### src/crs_pkg.sv
// Package: register map, field layout and carriers of the receive steering block
package crs_pkg;

    // ------------------------------------------------------------------
    // Register offsets
    // ------------------------------------------------------------------
    localparam logic [7:0] BFP_CTRL_ADDR = 8'h0C;
    localparam logic [7:0] IRQ_EN_ADDR = 8'h2B;
    localparam logic [7:0] IRQ_FLAG_ADDR = 8'h2C;
    localparam logic [7:0] ERR_FLAG_ADDR = 8'h2D;
    localparam logic [7:0] CTRL_STATUS_ADDR = 8'h0E;
    localparam logic [7:0] RX_SLOT_ZERO_CTRL_ADDR = 8'h60;
    localparam logic [7:0] RX_SLOT_ONE_CTRL_ADDR = 8'h70;

    // ------------------------------------------------------------------
    // Field positions
    // ------------------------------------------------------------------
    localparam int BFP_MODE_LSB = 0;
    localparam int BFP_EN_LSB = 2;
    localparam int BFP_LVL_LSB = 4;
    localparam int RXC_MODE_LSB = 5;
    localparam int RXC_RTR_BIT = 3;
    localparam int RXC_ROLL_BIT = 2;
    localparam int RXC_ROLL_COPY_BIT = 1;
    localparam int IF_RX0_BIT = 0;
    // Loaded flags sit at bits 0 and 3, their enables at bits 0 and 1
    localparam int IF_RX1_BIT = 3;
    localparam int IE_RX0_BIT = 0;
    localparam int IE_RX1_BIT = 1;
    localparam int IE_ERR_BIT = 5;
    localparam int EF_RX0_OVR_BIT = 6;
    localparam int EF_RX1_OVR_BIT = 7;

    // ------------------------------------------------------------------
    // Reset values and encodings
    // ------------------------------------------------------------------
    localparam logic [7:0] REG_RESET = 8'h00;
    localparam logic [1:0] MODE_FILTERED = 2'h0;
    localparam logic [1:0] MODE_ANY = 2'h3;
    localparam logic [3:0] STAT_SLOT0 = 4'hC;
    localparam logic [3:0] STAT_SLOT1 = 4'hE;
    localparam int NUM_FILTERS = 6;

    // Identifier and first two data bytes as seen by the filters
    typedef struct packed {
        logic [10:0] sid;
        logic [17:0] eid;
        logic ext;
        logic rtr;
        logic [15:0] data01;
    } crs_msg_t;

    // Serial register port request
    typedef struct packed {
        logic wr;
        logic rd;
        logic [7:0] addr;
        logic [7:0] wdata;
        logic [7:0] wmask;
    } crs_reg_req_t;

    // Filter and mask values, each a full 29-bit identifier pattern
    typedef struct packed {
        logic [28:0] value;
        logic ext_only;
    } crs_filter_t;

endpackage

### src/crs_rx_steer.sv
// Receive buffer steering, flags and buffer-full pins
`timescale 1ns/1ns

// Overview of operation
// Pin enable zero puts that buffer-full pin in high impedance.
// Enable and mode one: pin low while the buffer's loaded flag is set.
// Enable one, mode zero: pin drives the pin-state bit level.
// Host should change pin-state bits with the masked write command.
// Pin-state bit reads zero while its pin is in interrupt mode.
// Assemble on start of message; invalid message raises error frame.
// Test buffer zero filters first, buffer one filters only on miss.
// Buffer zero full with rollover on sends message to buffer one.
// Buffer zero full, rollover off: discard, set overflow bit 6.
// Buffer one full: discard, set overflow bit 7.
// Load into zero sets flag bit 0 and filter-hit bit.
// Load into one sets flag bit 3 and three-bit filter-hit code.
// Overflow with error interrupt enable bit 5 asserts interrupt.
// Loaded buffer with its receive interrupt enable asserts interrupt.
// Low four status bits show which buffer was loaded.
// Mode 11 accepts any message; mode 00 needs a filter match.
// Standard frames filter data bytes 0 and 1 with extended bits.
// Host must not program receive mode 10 or 01.
// Control bit 3 reads one when stored message was remote request.
// Buffer zero bit 2 enables rollover, bit 1 mirrors it read-only.
// Filter-hit bit 1 means filter one, updated on rollover.
// Buffer one codes filters 5..0 as 101..000; 001/000 only on rollover.
// Host clears loaded flag when done; buffer is locked until then.
// Mask zero accepts bit; mask one needs filter bit equal message bit.
module crs_rx_steer (
    // Clock and reset
    input wire logic ref_clk_i,
    input wire logic arst_n_i,
    // Protocol engine side
    input wire logic sof_i,
    input wire logic msg_done_i,
    input wire logic msg_valid_i,
    input wire crs_pkg::crs_msg_t msg_i,
    output logic error_frame_o,
    // Filters and masks
    input wire crs_pkg::crs_filter_t [crs_pkg::NUM_FILTERS-1:0] filters_i,
    input wire logic [28:0] mask0_i,
    input wire logic [28:0] mask1_i,
    // Serial register port
    input wire crs_pkg::crs_reg_req_t req_i,
    output logic [7:0] rdata_o,
    // Buffer moves and interrupt
    output logic load0_o,
    output logic load1_o,
    output logic assembling_o,
    output logic irq_n_o,
    // Buffer-full pins
    output logic buf0_full_pin_n_o,
    output logic buf0_full_pin_oe_o,
    output logic buf1_full_pin_n_o,
    output logic buf1_full_pin_oe_o
);
    logic [7:0] bfp_reg;
    logic [1:0] mode0_reg;
    logic [1:0] mode1_reg;
    logic rollover_enable_reg;
    logic rtr0_reg;
    logic rtr1_reg;
    logic filter_hit_lsb_reg;
    logic [2:0] filter_hit_code_reg;
    logic [7:0] irq_enable_reg;
    logic [1:0] rx_loaded_flag_reg;
    logic [1:0] overflow_reg;
    logic [3:0] status_reg;
    logic assembling_reg;
    logic error_frame_reg;
    logic [crs_pkg::NUM_FILTERS-1:0] hit;
    logic acc0;
    logic acc1;
    logic done;
    logic to0;
    logic to1;
    logic roll;
    logic ovr0;
    logic ovr1;
    logic [2:0] code_next;
    logic [7:0] wr_old;
    logic [7:0] wr_next;

    // ------------------------------------------------------------------
    // Filter bank
    // ------------------------------------------------------------------
    genvar gi;
    generate
        for (gi = 0; gi < crs_pkg::NUM_FILTERS; gi++) begin : g_filt
            crs_filter_match u_match (
                .msg_i(msg_i),
                .filt_i(filters_i[gi]),
                .mask_i((gi < 2) ? mask0_i : mask1_i),
                .hit_o(hit[gi])
            );
        end
    endgenerate

    // ------------------------------------------------------------------
    // Steering decision
    // ------------------------------------------------------------------
    always_comb begin
        done = assembling_reg && msg_done_i && msg_valid_i;
        acc0 = (mode0_reg == crs_pkg::MODE_ANY) || (|hit[1:0]);
        acc1 = (mode1_reg == crs_pkg::MODE_ANY) || (|hit[5:2]);
        to0 = 1'b0;
        to1 = 1'b0;
        roll = 1'b0;
        ovr0 = 1'b0;
        ovr1 = 1'b0;
        if (done && acc0) begin
            if (!rx_loaded_flag_reg[0]) begin
                to0 = 1'b1;
            end else if (rollover_enable_reg) begin
                roll = 1'b1;
            end else begin
                ovr0 = 1'b1;
            end
        end else if (done && acc1) begin
            to1 = 1'b1;
        end
        if (roll || to1) begin
            if (rx_loaded_flag_reg[1]) begin
                to1 = 1'b0;
                ovr1 = 1'b1;
            end else begin
                to1 = 1'b1;
            end
        end
        // Lowest numbered matching filter wins inside each buffer
        if (roll) begin
            code_next = hit[0] ? 3'h0 : 3'h1;
        end else if (hit[2]) begin
            code_next = 3'h2;
        end else if (hit[3]) begin
            code_next = 3'h3;
        end else if (hit[4]) begin
            code_next = 3'h4;
        end else begin
            code_next = 3'h5;
        end
        // Masked write: only bits with mask one change; read-only bits are dropped later
        case (req_i.addr)
            crs_pkg::BFP_CTRL_ADDR: wr_old = bfp_reg;
            crs_pkg::IRQ_EN_ADDR: wr_old = irq_enable_reg;
            crs_pkg::IRQ_FLAG_ADDR: begin
                wr_old = 8'h00;
                wr_old[crs_pkg::IF_RX0_BIT] = rx_loaded_flag_reg[0];
                wr_old[crs_pkg::IF_RX1_BIT] = rx_loaded_flag_reg[1];
            end
            crs_pkg::ERR_FLAG_ADDR: wr_old = {overflow_reg, 6'h00};
            crs_pkg::RX_SLOT_ZERO_CTRL_ADDR: wr_old = {1'b0, mode0_reg, 2'h0, rollover_enable_reg, 2'h0};
            crs_pkg::RX_SLOT_ONE_CTRL_ADDR: wr_old = {1'b0, mode1_reg, 5'h00};
            default: wr_old = 8'h00;
        endcase
        wr_next = (wr_old & ~req_i.wmask) | (req_i.wdata & req_i.wmask);
    end

    assign load0_o = to0;
    assign load1_o = to1;

    // ------------------------------------------------------------------
    // Assembly tracking and error frame
    // ------------------------------------------------------------------
    always_ff @(posedge ref_clk_i or negedge arst_n_i) begin
        if (!arst_n_i) begin
            assembling_reg <= 1'b0;
            error_frame_reg <= 1'b0;
        end else begin
            // An end and a new start in one cycle must still flag the old message
            error_frame_reg <= assembling_reg && msg_done_i && !msg_valid_i;
            if (sof_i) begin
                assembling_reg <= 1'b1;
            end else if (msg_done_i) begin
                assembling_reg <= 1'b0;
            end
        end
    end

    assign assembling_o = assembling_reg;
    assign error_frame_o = error_frame_reg;

    // ------------------------------------------------------------------
    // Host writes
    // ------------------------------------------------------------------
    always_ff @(posedge ref_clk_i or negedge arst_n_i) begin
        if (!arst_n_i) begin
            bfp_reg <= crs_pkg::REG_RESET;
            irq_enable_reg <= crs_pkg::REG_RESET;
            mode0_reg <= crs_pkg::MODE_FILTERED;
            mode1_reg <= crs_pkg::MODE_FILTERED;
            rollover_enable_reg <= 1'b0;
        end else if (req_i.wr) begin
            case (req_i.addr)
                crs_pkg::BFP_CTRL_ADDR: begin
                    bfp_reg <= wr_next & 8'h3F;
                end
                crs_pkg::IRQ_EN_ADDR: begin
                    irq_enable_reg <= wr_next;
                end
                crs_pkg::RX_SLOT_ZERO_CTRL_ADDR: begin
                    mode0_reg <= wr_next[crs_pkg::RXC_MODE_LSB +: 2];
                    rollover_enable_reg <= wr_next[crs_pkg::RXC_ROLL_BIT];
                end
                crs_pkg::RX_SLOT_ONE_CTRL_ADDR: begin
                    mode1_reg <= wr_next[crs_pkg::RXC_MODE_LSB +: 2];
                end
                default: begin
                end
            endcase
        end
    end

    // ------------------------------------------------------------------
    // Loaded flags and overflow: hardware set wins over host clear
    // ------------------------------------------------------------------
    always_ff @(posedge ref_clk_i or negedge arst_n_i) begin
        if (!arst_n_i) begin
            rx_loaded_flag_reg <= 2'h0;
            overflow_reg <= 2'h0;
        end else begin
            if (req_i.wr && req_i.addr == crs_pkg::IRQ_FLAG_ADDR) begin
                rx_loaded_flag_reg[0] <= wr_next[crs_pkg::IF_RX0_BIT] | to0;
                rx_loaded_flag_reg[1] <= wr_next[crs_pkg::IF_RX1_BIT] | to1;
            end else begin
                rx_loaded_flag_reg <= rx_loaded_flag_reg | {to1, to0};
            end
            if (req_i.wr && req_i.addr == crs_pkg::ERR_FLAG_ADDR) begin
                overflow_reg <= {wr_next[crs_pkg::EF_RX1_OVR_BIT],
                    wr_next[crs_pkg::EF_RX0_OVR_BIT]} | {ovr1, ovr0};
            end else begin
                overflow_reg <= overflow_reg | {ovr1, ovr0};
            end
        end
    end

    // ------------------------------------------------------------------
    // Per-buffer message status
    // ------------------------------------------------------------------
    always_ff @(posedge ref_clk_i or negedge arst_n_i) begin
        if (!arst_n_i) begin
            rtr0_reg <= 1'b0;
            rtr1_reg <= 1'b0;
            filter_hit_lsb_reg <= 1'b0;
            filter_hit_code_reg <= 3'h0;
            status_reg <= 4'h0;
        end else begin
            if (to0) begin
                rtr0_reg <= msg_i.rtr;
                filter_hit_lsb_reg <= !hit[0];
                status_reg <= crs_pkg::STAT_SLOT0;
            end
            if (to1) begin
                rtr1_reg <= msg_i.rtr;
                filter_hit_code_reg <= code_next;
                status_reg <= crs_pkg::STAT_SLOT1;
                if (roll) begin
                    filter_hit_lsb_reg <= code_next[0];
                end
            end
        end
    end

    // ------------------------------------------------------------------
    // Interrupt output
    // ------------------------------------------------------------------
    always_comb begin
        irq_n_o = !((rx_loaded_flag_reg[0] && irq_enable_reg[crs_pkg::IE_RX0_BIT])
            || (rx_loaded_flag_reg[1] && irq_enable_reg[crs_pkg::IE_RX1_BIT])
            || ((|overflow_reg) && irq_enable_reg[crs_pkg::IE_ERR_BIT]));
    end

    // ------------------------------------------------------------------
    // Buffer-full pins
    // ------------------------------------------------------------------
    always_comb begin
        buf0_full_pin_oe_o = bfp_reg[crs_pkg::BFP_EN_LSB];
        buf1_full_pin_oe_o = bfp_reg[crs_pkg::BFP_EN_LSB + 1];
        if (bfp_reg[crs_pkg::BFP_MODE_LSB]) begin
            buf0_full_pin_n_o = !rx_loaded_flag_reg[0];
        end else begin
            buf0_full_pin_n_o = bfp_reg[crs_pkg::BFP_LVL_LSB];
        end
        if (bfp_reg[crs_pkg::BFP_MODE_LSB + 1]) begin
            buf1_full_pin_n_o = !rx_loaded_flag_reg[1];
        end else begin
            buf1_full_pin_n_o = bfp_reg[crs_pkg::BFP_LVL_LSB + 1];
        end
    end

    // ------------------------------------------------------------------
    // Read mux
    // ------------------------------------------------------------------
    always_comb begin
        case (req_i.addr)
            crs_pkg::BFP_CTRL_ADDR: begin
                rdata_o = bfp_reg & ~{2'h0, bfp_reg[1:0], 4'h0};
            end
            crs_pkg::IRQ_EN_ADDR: begin
                rdata_o = irq_enable_reg;
            end
            crs_pkg::IRQ_FLAG_ADDR: begin
                rdata_o = {4'h0, rx_loaded_flag_reg[1], 2'h0, rx_loaded_flag_reg[0]};
            end
            crs_pkg::ERR_FLAG_ADDR: begin
                rdata_o = {overflow_reg, 6'h00};
            end
            crs_pkg::CTRL_STATUS_ADDR: begin
                rdata_o = {4'h0, status_reg};
            end
            crs_pkg::RX_SLOT_ZERO_CTRL_ADDR: begin
                rdata_o = {1'b0, mode0_reg, 1'b0, rtr0_reg, rollover_enable_reg,
                    rollover_enable_reg, filter_hit_lsb_reg};
            end
            crs_pkg::RX_SLOT_ONE_CTRL_ADDR: begin
                rdata_o = {1'b0, mode1_reg, 1'b0, rtr1_reg, filter_hit_code_reg};
            end
            default: begin
                rdata_o = 8'h00;
            end
        endcase
    end

endmodule // crs_rx_steer

### src/crs_filter_match.sv
// One acceptance filter compared against the assembled message
`timescale 1ns/1ns
module crs_filter_match (
    // Message and patterns
    input wire crs_pkg::crs_msg_t msg_i,
    input wire crs_pkg::crs_filter_t filt_i,
    input wire logic [28:0] mask_i,
    // Result
    output logic hit_o
);
    logic [28:0] id_bits;
    logic ext_ok;

    // Standard frames reuse the extended filter bits on data bytes 0 and 1
    always_comb begin
        if (msg_i.ext) begin
            id_bits = {msg_i.sid, msg_i.eid};
        end else begin
            id_bits = {msg_i.sid, 2'h0, msg_i.data01};
        end
        ext_ok = (filt_i.ext_only == msg_i.ext);
    end

    // Mask zero passes the bit; mask one needs filter equal to message
    always_comb begin
        hit_o = ext_ok && (((id_bits ^ filt_i.value) & mask_i) == 29'h0);
    end

endmodule // crs_filter_match

### config.mk
export PLATFORM = sky130hd
export DESIGN_NAME = crs_rx_steer
export DESIGN_NICKNAME = d
export VERILOG_FILES = /design/src/crs_pkg.sv /design/src/crs_rx_steer.sv /design/src/crs_filter_match.sv
export SDC_FILE = /design/constraint.sdc
export NUM_CORES = 1
export LEC_CHECK = 0
export BUFFER_PORTS_ARGS = -buffer_cell sky130_fd_sc_hd__clkbuf_2
export CORE_AREA = 2 2 128 130
export DETAILED_ROUTE_END_ITERATION = 12
export DIE_AREA = 0 0 130 132
export GPL_ROUTABILITY_DRIVEN = 0
export PLACE_DENSITY = 0.63
export RECOVER_POWER = 50
export REMOVE_ABC_BUFFERS = 1
export SLEW_MARGIN = 25
export SYNTH_ARGS = -nofsm -noshare
export SYNTH_HDL_FRONTEND = slang
export SYNTH_SLANG_ARGS = --single-unit
export TNS_END_PERCENT = 1
### constraint.sdc
create_clock -name ref_clk_i -period 2.8 [get_ports ref_clk_i]
set_input_delay 0.42 -clock ref_clk_i [delete_from_list [all_inputs] [get_ports ref_clk_i]]
set_output_delay 0.42 -clock ref_clk_i [all_outputs]
set_load 0.05 [all_outputs]
[Word-level counts from Yosys, hierarchy flattened]
Index checks and enable logic that the tools add are counted.
Operators by class
  multiplexer cells: 33
  bitwise operators: 23
  equality and inequality tests: 15
  reductions and logical operators: 41
Operators by type and width (number)
  bitwise AND 29 bit: 6
  logical NOT 29 bit: 6
  XOR 29 bit: 6
  one-hot mux 8 bit (7 select lines): 1
  one-hot mux 8 bit (6 select lines): 1
  == test 8 x 6 -> 1 bit, second input constant: 3
  two-way mux 1 bit: 23
  two-way mux 18 bit: 1
  bitwise AND 8 bit: 2
  == test 8 x 4 -> 1 bit, second input constant: 2
  == test 8 x 7 -> 1 bit, second input constant: 2
  logical AND 1 bit: 16
  two-way mux 3 bit: 3
  bitwise AND 6 x 8 -> 8 bit: 1
  two-way mux 4 bit: 2
  inverter 6 -> 8 bit: 1
  inverter 8 bit: 1
  bitwise OR 8 bit: 1
  AND reduction 2 bit: 4
  == test 1 bit: 6
  bitwise OR 2 bit: 3
  logical NOT 1 bit: 5
  logical OR 1 bit: 5
  == test 2 bit, second input constant: 2
  5 further kinds: 9
Word-level totals
  logic and storage cells: 126
  register bits after elaboration: 35
  output and inout port bits: 17
  input bits: 316

[Logic depth before layout (Yosys ltp)]
  depth in word-level cells: 14
  gate-level depth with buffers: 11
  gate-level depth less buffers: 8

[By module]
A second synthesis with hierarchy kept.
Unflattened totals
  cell total of the unflattened synthesis: 630
  area, all modules: 5681.7 µm²
Modules (own cells, without submodules)
  crs_filter_match: cells an instance 71, instances 6, seq. area each 0.0 µm², area each 613.1 µm²
  crs_rx_steer: cells an instance 204, instances 1, seq. area each 825.8 µm², area each 2003.2 µm²

[Worst setup path after synthesis]
No wires, ideal clock.
  path type: input port to flip-flop
  start: input port msg_i[17] (netlist bit)
  end: register filter_hit_code_reg[0]
  setup time: 0.125 ns
  path slack: -0.477 ns
  buffers on the path: 2
  stages on the path: 10
  arrival: 3.151 ns
  cells stage by stage: buf_12 buf_12 mux2i_4 xnor2_1 a22oi_1 and4_1 and4_1 or3_1 o32ai_4 mux2_4
On the way
  longest elaborated chain between the ends: 12
RTL lines
  from (decl): RTL line crs_rx_steer.sv:37  | input wire crs_pkg::crs_msg_t msg_i,
  two-way mux 18 bit: RTL line crs_filter_match.sv:16  | if (msg_i.ext) begin
  XOR 29 bit: RTL line crs_filter_match.sv:26  | hit_o = ext_ok && (((id_bits ^ filt_i.value) & mask_i) == 29'h0);
  bitwise AND 29 bit: RTL line crs_filter_match.sv:26
  logical NOT 29 bit: RTL line crs_filter_match.sv:26
  logical AND 1 bit: RTL line crs_filter_match.sv:26
  OR reduction 4 bit: RTL line crs_rx_steer.sv:105  | acc1 = (mode1_reg == crs_pkg::MODE_ANY) || (|hit[5:2]);
  logical OR 1 bit: RTL line crs_rx_steer.sv:105
  logical AND 1 bit: RTL line crs_rx_steer.sv:119  | end else if (done && acc1) begin
  two-way mux 1 bit: RTL line crs_rx_steer.sv:119
  two-way mux 1 bit: RTL line crs_rx_steer.sv:111  | if (done && acc0) begin
  logical OR 1 bit: RTL line crs_rx_steer.sv:122  | if (roll || to1) begin
  two-way mux 1 bit *: RTL line crs_rx_steer.sv:122
  named net load1_o: RTL line crs_rx_steer.sv:48  | output logic load1_o,
  to (signal assigned): RTL line crs_rx_steer.sv:255  | filter_hit_code_reg <= code_next;
  to (decl): RTL line crs_rx_steer.sv:64  | logic [2:0] filter_hit_code_reg;
The timed path passes the listed nets; every way through them passes the cells marked *.
A chain may end at the register's enable or synchronous reset.

[Worst setup path after layout]
  start: input port msg_i[17] (netlist bit)
  end: output port load1_o
On the way
  longest elaborated chain between the ends: 12
RTL lines (RTL line)
  two-way mux 18 bit: crs_filter_match.sv:16
  XOR 29 bit: crs_filter_match.sv:26
  bitwise AND 29 bit: crs_filter_match.sv:26
  logical NOT 29 bit: crs_filter_match.sv:26
  logical AND 1 bit: crs_filter_match.sv:26
  OR reduction 4 bit: crs_rx_steer.sv:105
  logical OR 1 bit: crs_rx_steer.sv:105
  logical AND 1 bit: crs_rx_steer.sv:119
  two-way mux 1 bit: crs_rx_steer.sv:119
  two-way mux 1 bit: crs_rx_steer.sv:111
  logical OR 1 bit: crs_rx_steer.sv:122
  two-way mux 1 bit *: crs_rx_steer.sv:122
  to (decl): crs_rx_steer.sv:48
Mark *: on every way between the ends. The rest lies on a longest branch, timed or not.

==> flow_summary.json <==
{
  "ys_seq_area_frac": 0.1725,
  "cap_violations": 1,
  "worstPathMaxFanout": 8,
  "std_cell_rows": 46,
  "skew_ns": 0.003485,
  "antenna_found_initial": 4,
  "layout_commonest_cell": "clkbuf_2",
  "setup_ws_ns": -0.3558,
  "synthArstFlopShare": 1.000,
  "boundaryPins": 333,
  "combPwrFrac": 0.526,
  "pre_cts_ws_ns": -0.7041,
  "fmax_mhz": 316.9,
  "path_common_cell": "buf_12",
  "dr.max_layer_used": "met4",
  "synth_seq_cells": 33,
  "design_area_sq_um": 7860,
  "violations": "max-capacitance violations, max-slew violations, negative setup slack",
  "place_area_sq_um": 7316,
  "cts_tree": "done",
  "peakVddDrop_uv": 178.6,
  "wl_met2_microns": 11140,
  "yosysTopAreaCellShare": 0.1903,
  "slowest_delay_ns": 0.41,
  "dieArea_sq_um": 17160,
  "route.detailed.drc": 0,
  "drt_wl_total_microns": 22600,
  "slew_violations": 34,
  "power.share.sequential": 0.235,
  "critPathTopFamily": "simple AND/OR/NAND/NOR gates",
  "hold_slack_ns": 0.3278,
  "initial_core_util": 0.3046,
  "yosysUniqueCellTypes": 57,
  "nets": 1243,
  "final_cell_mix": "321 x clkbuf_2, 99 x xnor2_1, 81 x buf_4, 74 x xor2_1, 64 x a22oi_1",
  "slew_headroom": -0.1696,
  "cts.root.buffer_cell": "clkbuf_16",
  "cp-start-kind": "primary input",
  "core_sq_um": 15710,
  "largest_reg_flops": 8,
  "cp_slowest_cell": "or3_4",
  "period_share": 1.127,
  "ys_top_cells_by_area": "xnor2_1 19%, dfrtp_1 17%, xor2_1 14%",
  "hold_viol": 0,
  "area_delta_synth_final_pct": 64.24,
  "clock_latency_ns": 0.27,
  "finalSetupViolations": 7,
  "overflow": 0,
  "htreeDepth": 2,
  "vias_per_cell": 5.000,
  "grt_first_pass_wirelength_microns": 33110,
  "crit_buf_inv": 5,
  "cts_hold_buf": 0,
  "worstSetupPathType": "in2out",
  "met3_length_microns": 1982,
  "dominantRegCellSynth": "dfrtp_1",
  "placed_cells": 1114,
  "drt_pass1_iterations": 5,
  "p_sw_mw": 0.7321,
  "dr.first_iter.drc_count": 315,
  "syn_inst": 510,
  "grt.total_usage": 0.2553,
  "status": "complete, but fails checks",
  "crit_chain": "clkbuf_16 > buf_12 > buf_8 > mux2i_4 > buf_6 > xnor2_2 > a22oi_2 > and4_1 > and4_4 > or3_4 > o32ai_4 > buf_12",
  "synth_largest_area_cell": "xnor2_1",
  "cts.clk_slew.worst_paths_ns": 0.05,
  "ys_warn_count": 0,
  "drive_gt1_frac": 0.5345,
  "pwr-share-clk": 0.239,
  "finalNonFillerCells": 1148,
  "wl_met1_microns": 8813,
  "vias": 5740,
  "cp_data_required_time_ns": 2.38,
  "p_sw_frac": 0.3410,
  "grt_start_max_net_pins": 34,
  "power_density_nw_per_um2": 273.2,
  "tightest_slew_ns": 1.754,
  "hp-class": "in2reg",
  "clock_path_buffers": 2,
  "arrival_ns": 2.74,
  "syn_area_sq_um": 4786,
  "synth_area_per_cell_sq_um": 9.384,
  "fin_crit_ns": 3.156,
  "cts_buffers": 5,
  "postRouteAntennaNets": 0,
  "chipHeight_microns": 132,
  "internal-power_mw": 1.415,
  "finalCoreUtilization": 0.5002,
  "synth_edf_count": 0,
  "p_leak_nw": 3.895,
  "die_w_microns": 130,
  "endpoint_kind": "primary output",
  "wl_per_cell_microns": 19.69,
  "place_hpwl_microns": 19960,
  "rsz0062_at_grt": "yes",
  "port_buffers": 331,
  "num-fill-cells": 1536,
  "first_global_vias": 5996,
  "cts.sink_count": 33
}
[worst paths after layout]
path	end	from	slack, ns	cells after the start
max	load1_o	msg_i[17]	-0.36	12
min	error_frame_o$_DFF_PN0_	msg_valid_i	0.33	2
max reg2reg	status_reg[2]$_DFFE_PN0P_	mode1_reg[1]$_DFFE_PN0P_	0.78	7
min reg2reg	status_reg[1]$_DFFE_PN0P_	status_reg[1]$_DFFE_PN0P_	0.48	1
max in group asynchronous	assembling_o$_DFFE_PN0P_	arst_n_i	1.18	1
min in group asynchronous	irq_enable_reg[7]$_DFFE_PN0P_	arst_n_i	0.61	1
[cell usage after synthesis (2+ instances only)]
library cell  instances
mux2i_1              12
o21ai_0               8
a21oi_1              10
nand3b_1              2
mux2i_4              13
mux2_4                2
xnor2_1             104
xor2_1               74
and3_1                3
nor4_1                2
a222oi_1              2
a22o_1               12
mux2_2               21
a21o_1                2
o2111ai_1             2
nor2_1                8
nand3_1               8
mux2i_2               3
nor4_4                2
o31ai_1               3
o22a_1                2
nand2_1              29
a221oi_1              6
nor3_1                5
dfrtp_1              33
a22oi_1              68
and4_1                5
nand2b_1              3
a221o_1               2
inv_1                12
a211o_1               2
buf_12                2
clkbuf_1             13
nor4b_1               2
nand4_1              10
and3b_1               2
[layout make-up]
type / instances / area (sq um) / share of cell area
diodes: 4 / 10.01 / 0.001273
clock buffers: 8 / 136.4 / 0.01735
inverters: 12 / 45.04 / 0.005731
multi-input cells: 448 / 3949 / 0.5024
flip-flops and latches: 33 / 825.8 / 0.1051
well taps: 216 / 270.3 / 0.03438
repair buffers: 427 / 2624 / 0.3338
[metrics by stage]
stage / setup TNS (ns) / power (mW)
6_report: -1.094 / 2.147
5_1_grt: -2.055 / 2.260
4_1_cts: -1.607 / 2.117
3_5_place_dp: -6.260 / 1.559
3_3_place_gp: -6.040 / 1.554
2_1_floorplan: -1.238 / 0.9964
[repair_timing]
action	CTS	global route
setup buffers	13	9
gates cloned	1	0
pin swaps	7	16
gates resized for setup	17	23
endpoints found under the setup margin	11	9
[power by group through the flow]
stage	Clock (mW)	Sequential, mW	Combinational, mW
4_1_cts	0.522	0.504	1.09
6_report	0.512	0.505	1.13
3_3_place_gp	0	0.512	1.04
2_1_floorplan	0	0.517	0.479
3_5_place_dp	0	0.512	1.05
5_1_grt	0.542	0.506	1.21
[cells by family after synthesis]
kind of cell	Yosys count	share of synthesized area
XOR/XNOR	178	0.3258
AO/OA/AOI/OAI	132	0.2141
AND/OR/NAND/NOR	87	0.1051
multiplexers	51	0.1506
flip-flops	33	0.1725
buffers and inverters	29	0.03189
[worst reg2reg max path, delay by kind of cell (launching register included)]
kind                   cells  cell delay, ns
AOI/OAI and AO/OA          3            0.59
buffers and inverters      2            0.34
DFF                        1            0.39
and+or+nand+nor            2            0.58
[metal layers]
layer | vias to the layer above | track usage
li1 | 2734 | -
met1 | 2679 | 0.3048
met2 | 292 | 0.4430
met3 | 35 | 0.06575
met4 | 0 | 0.08184
met5 | - | 0
(Power assumes the default switching activity.)
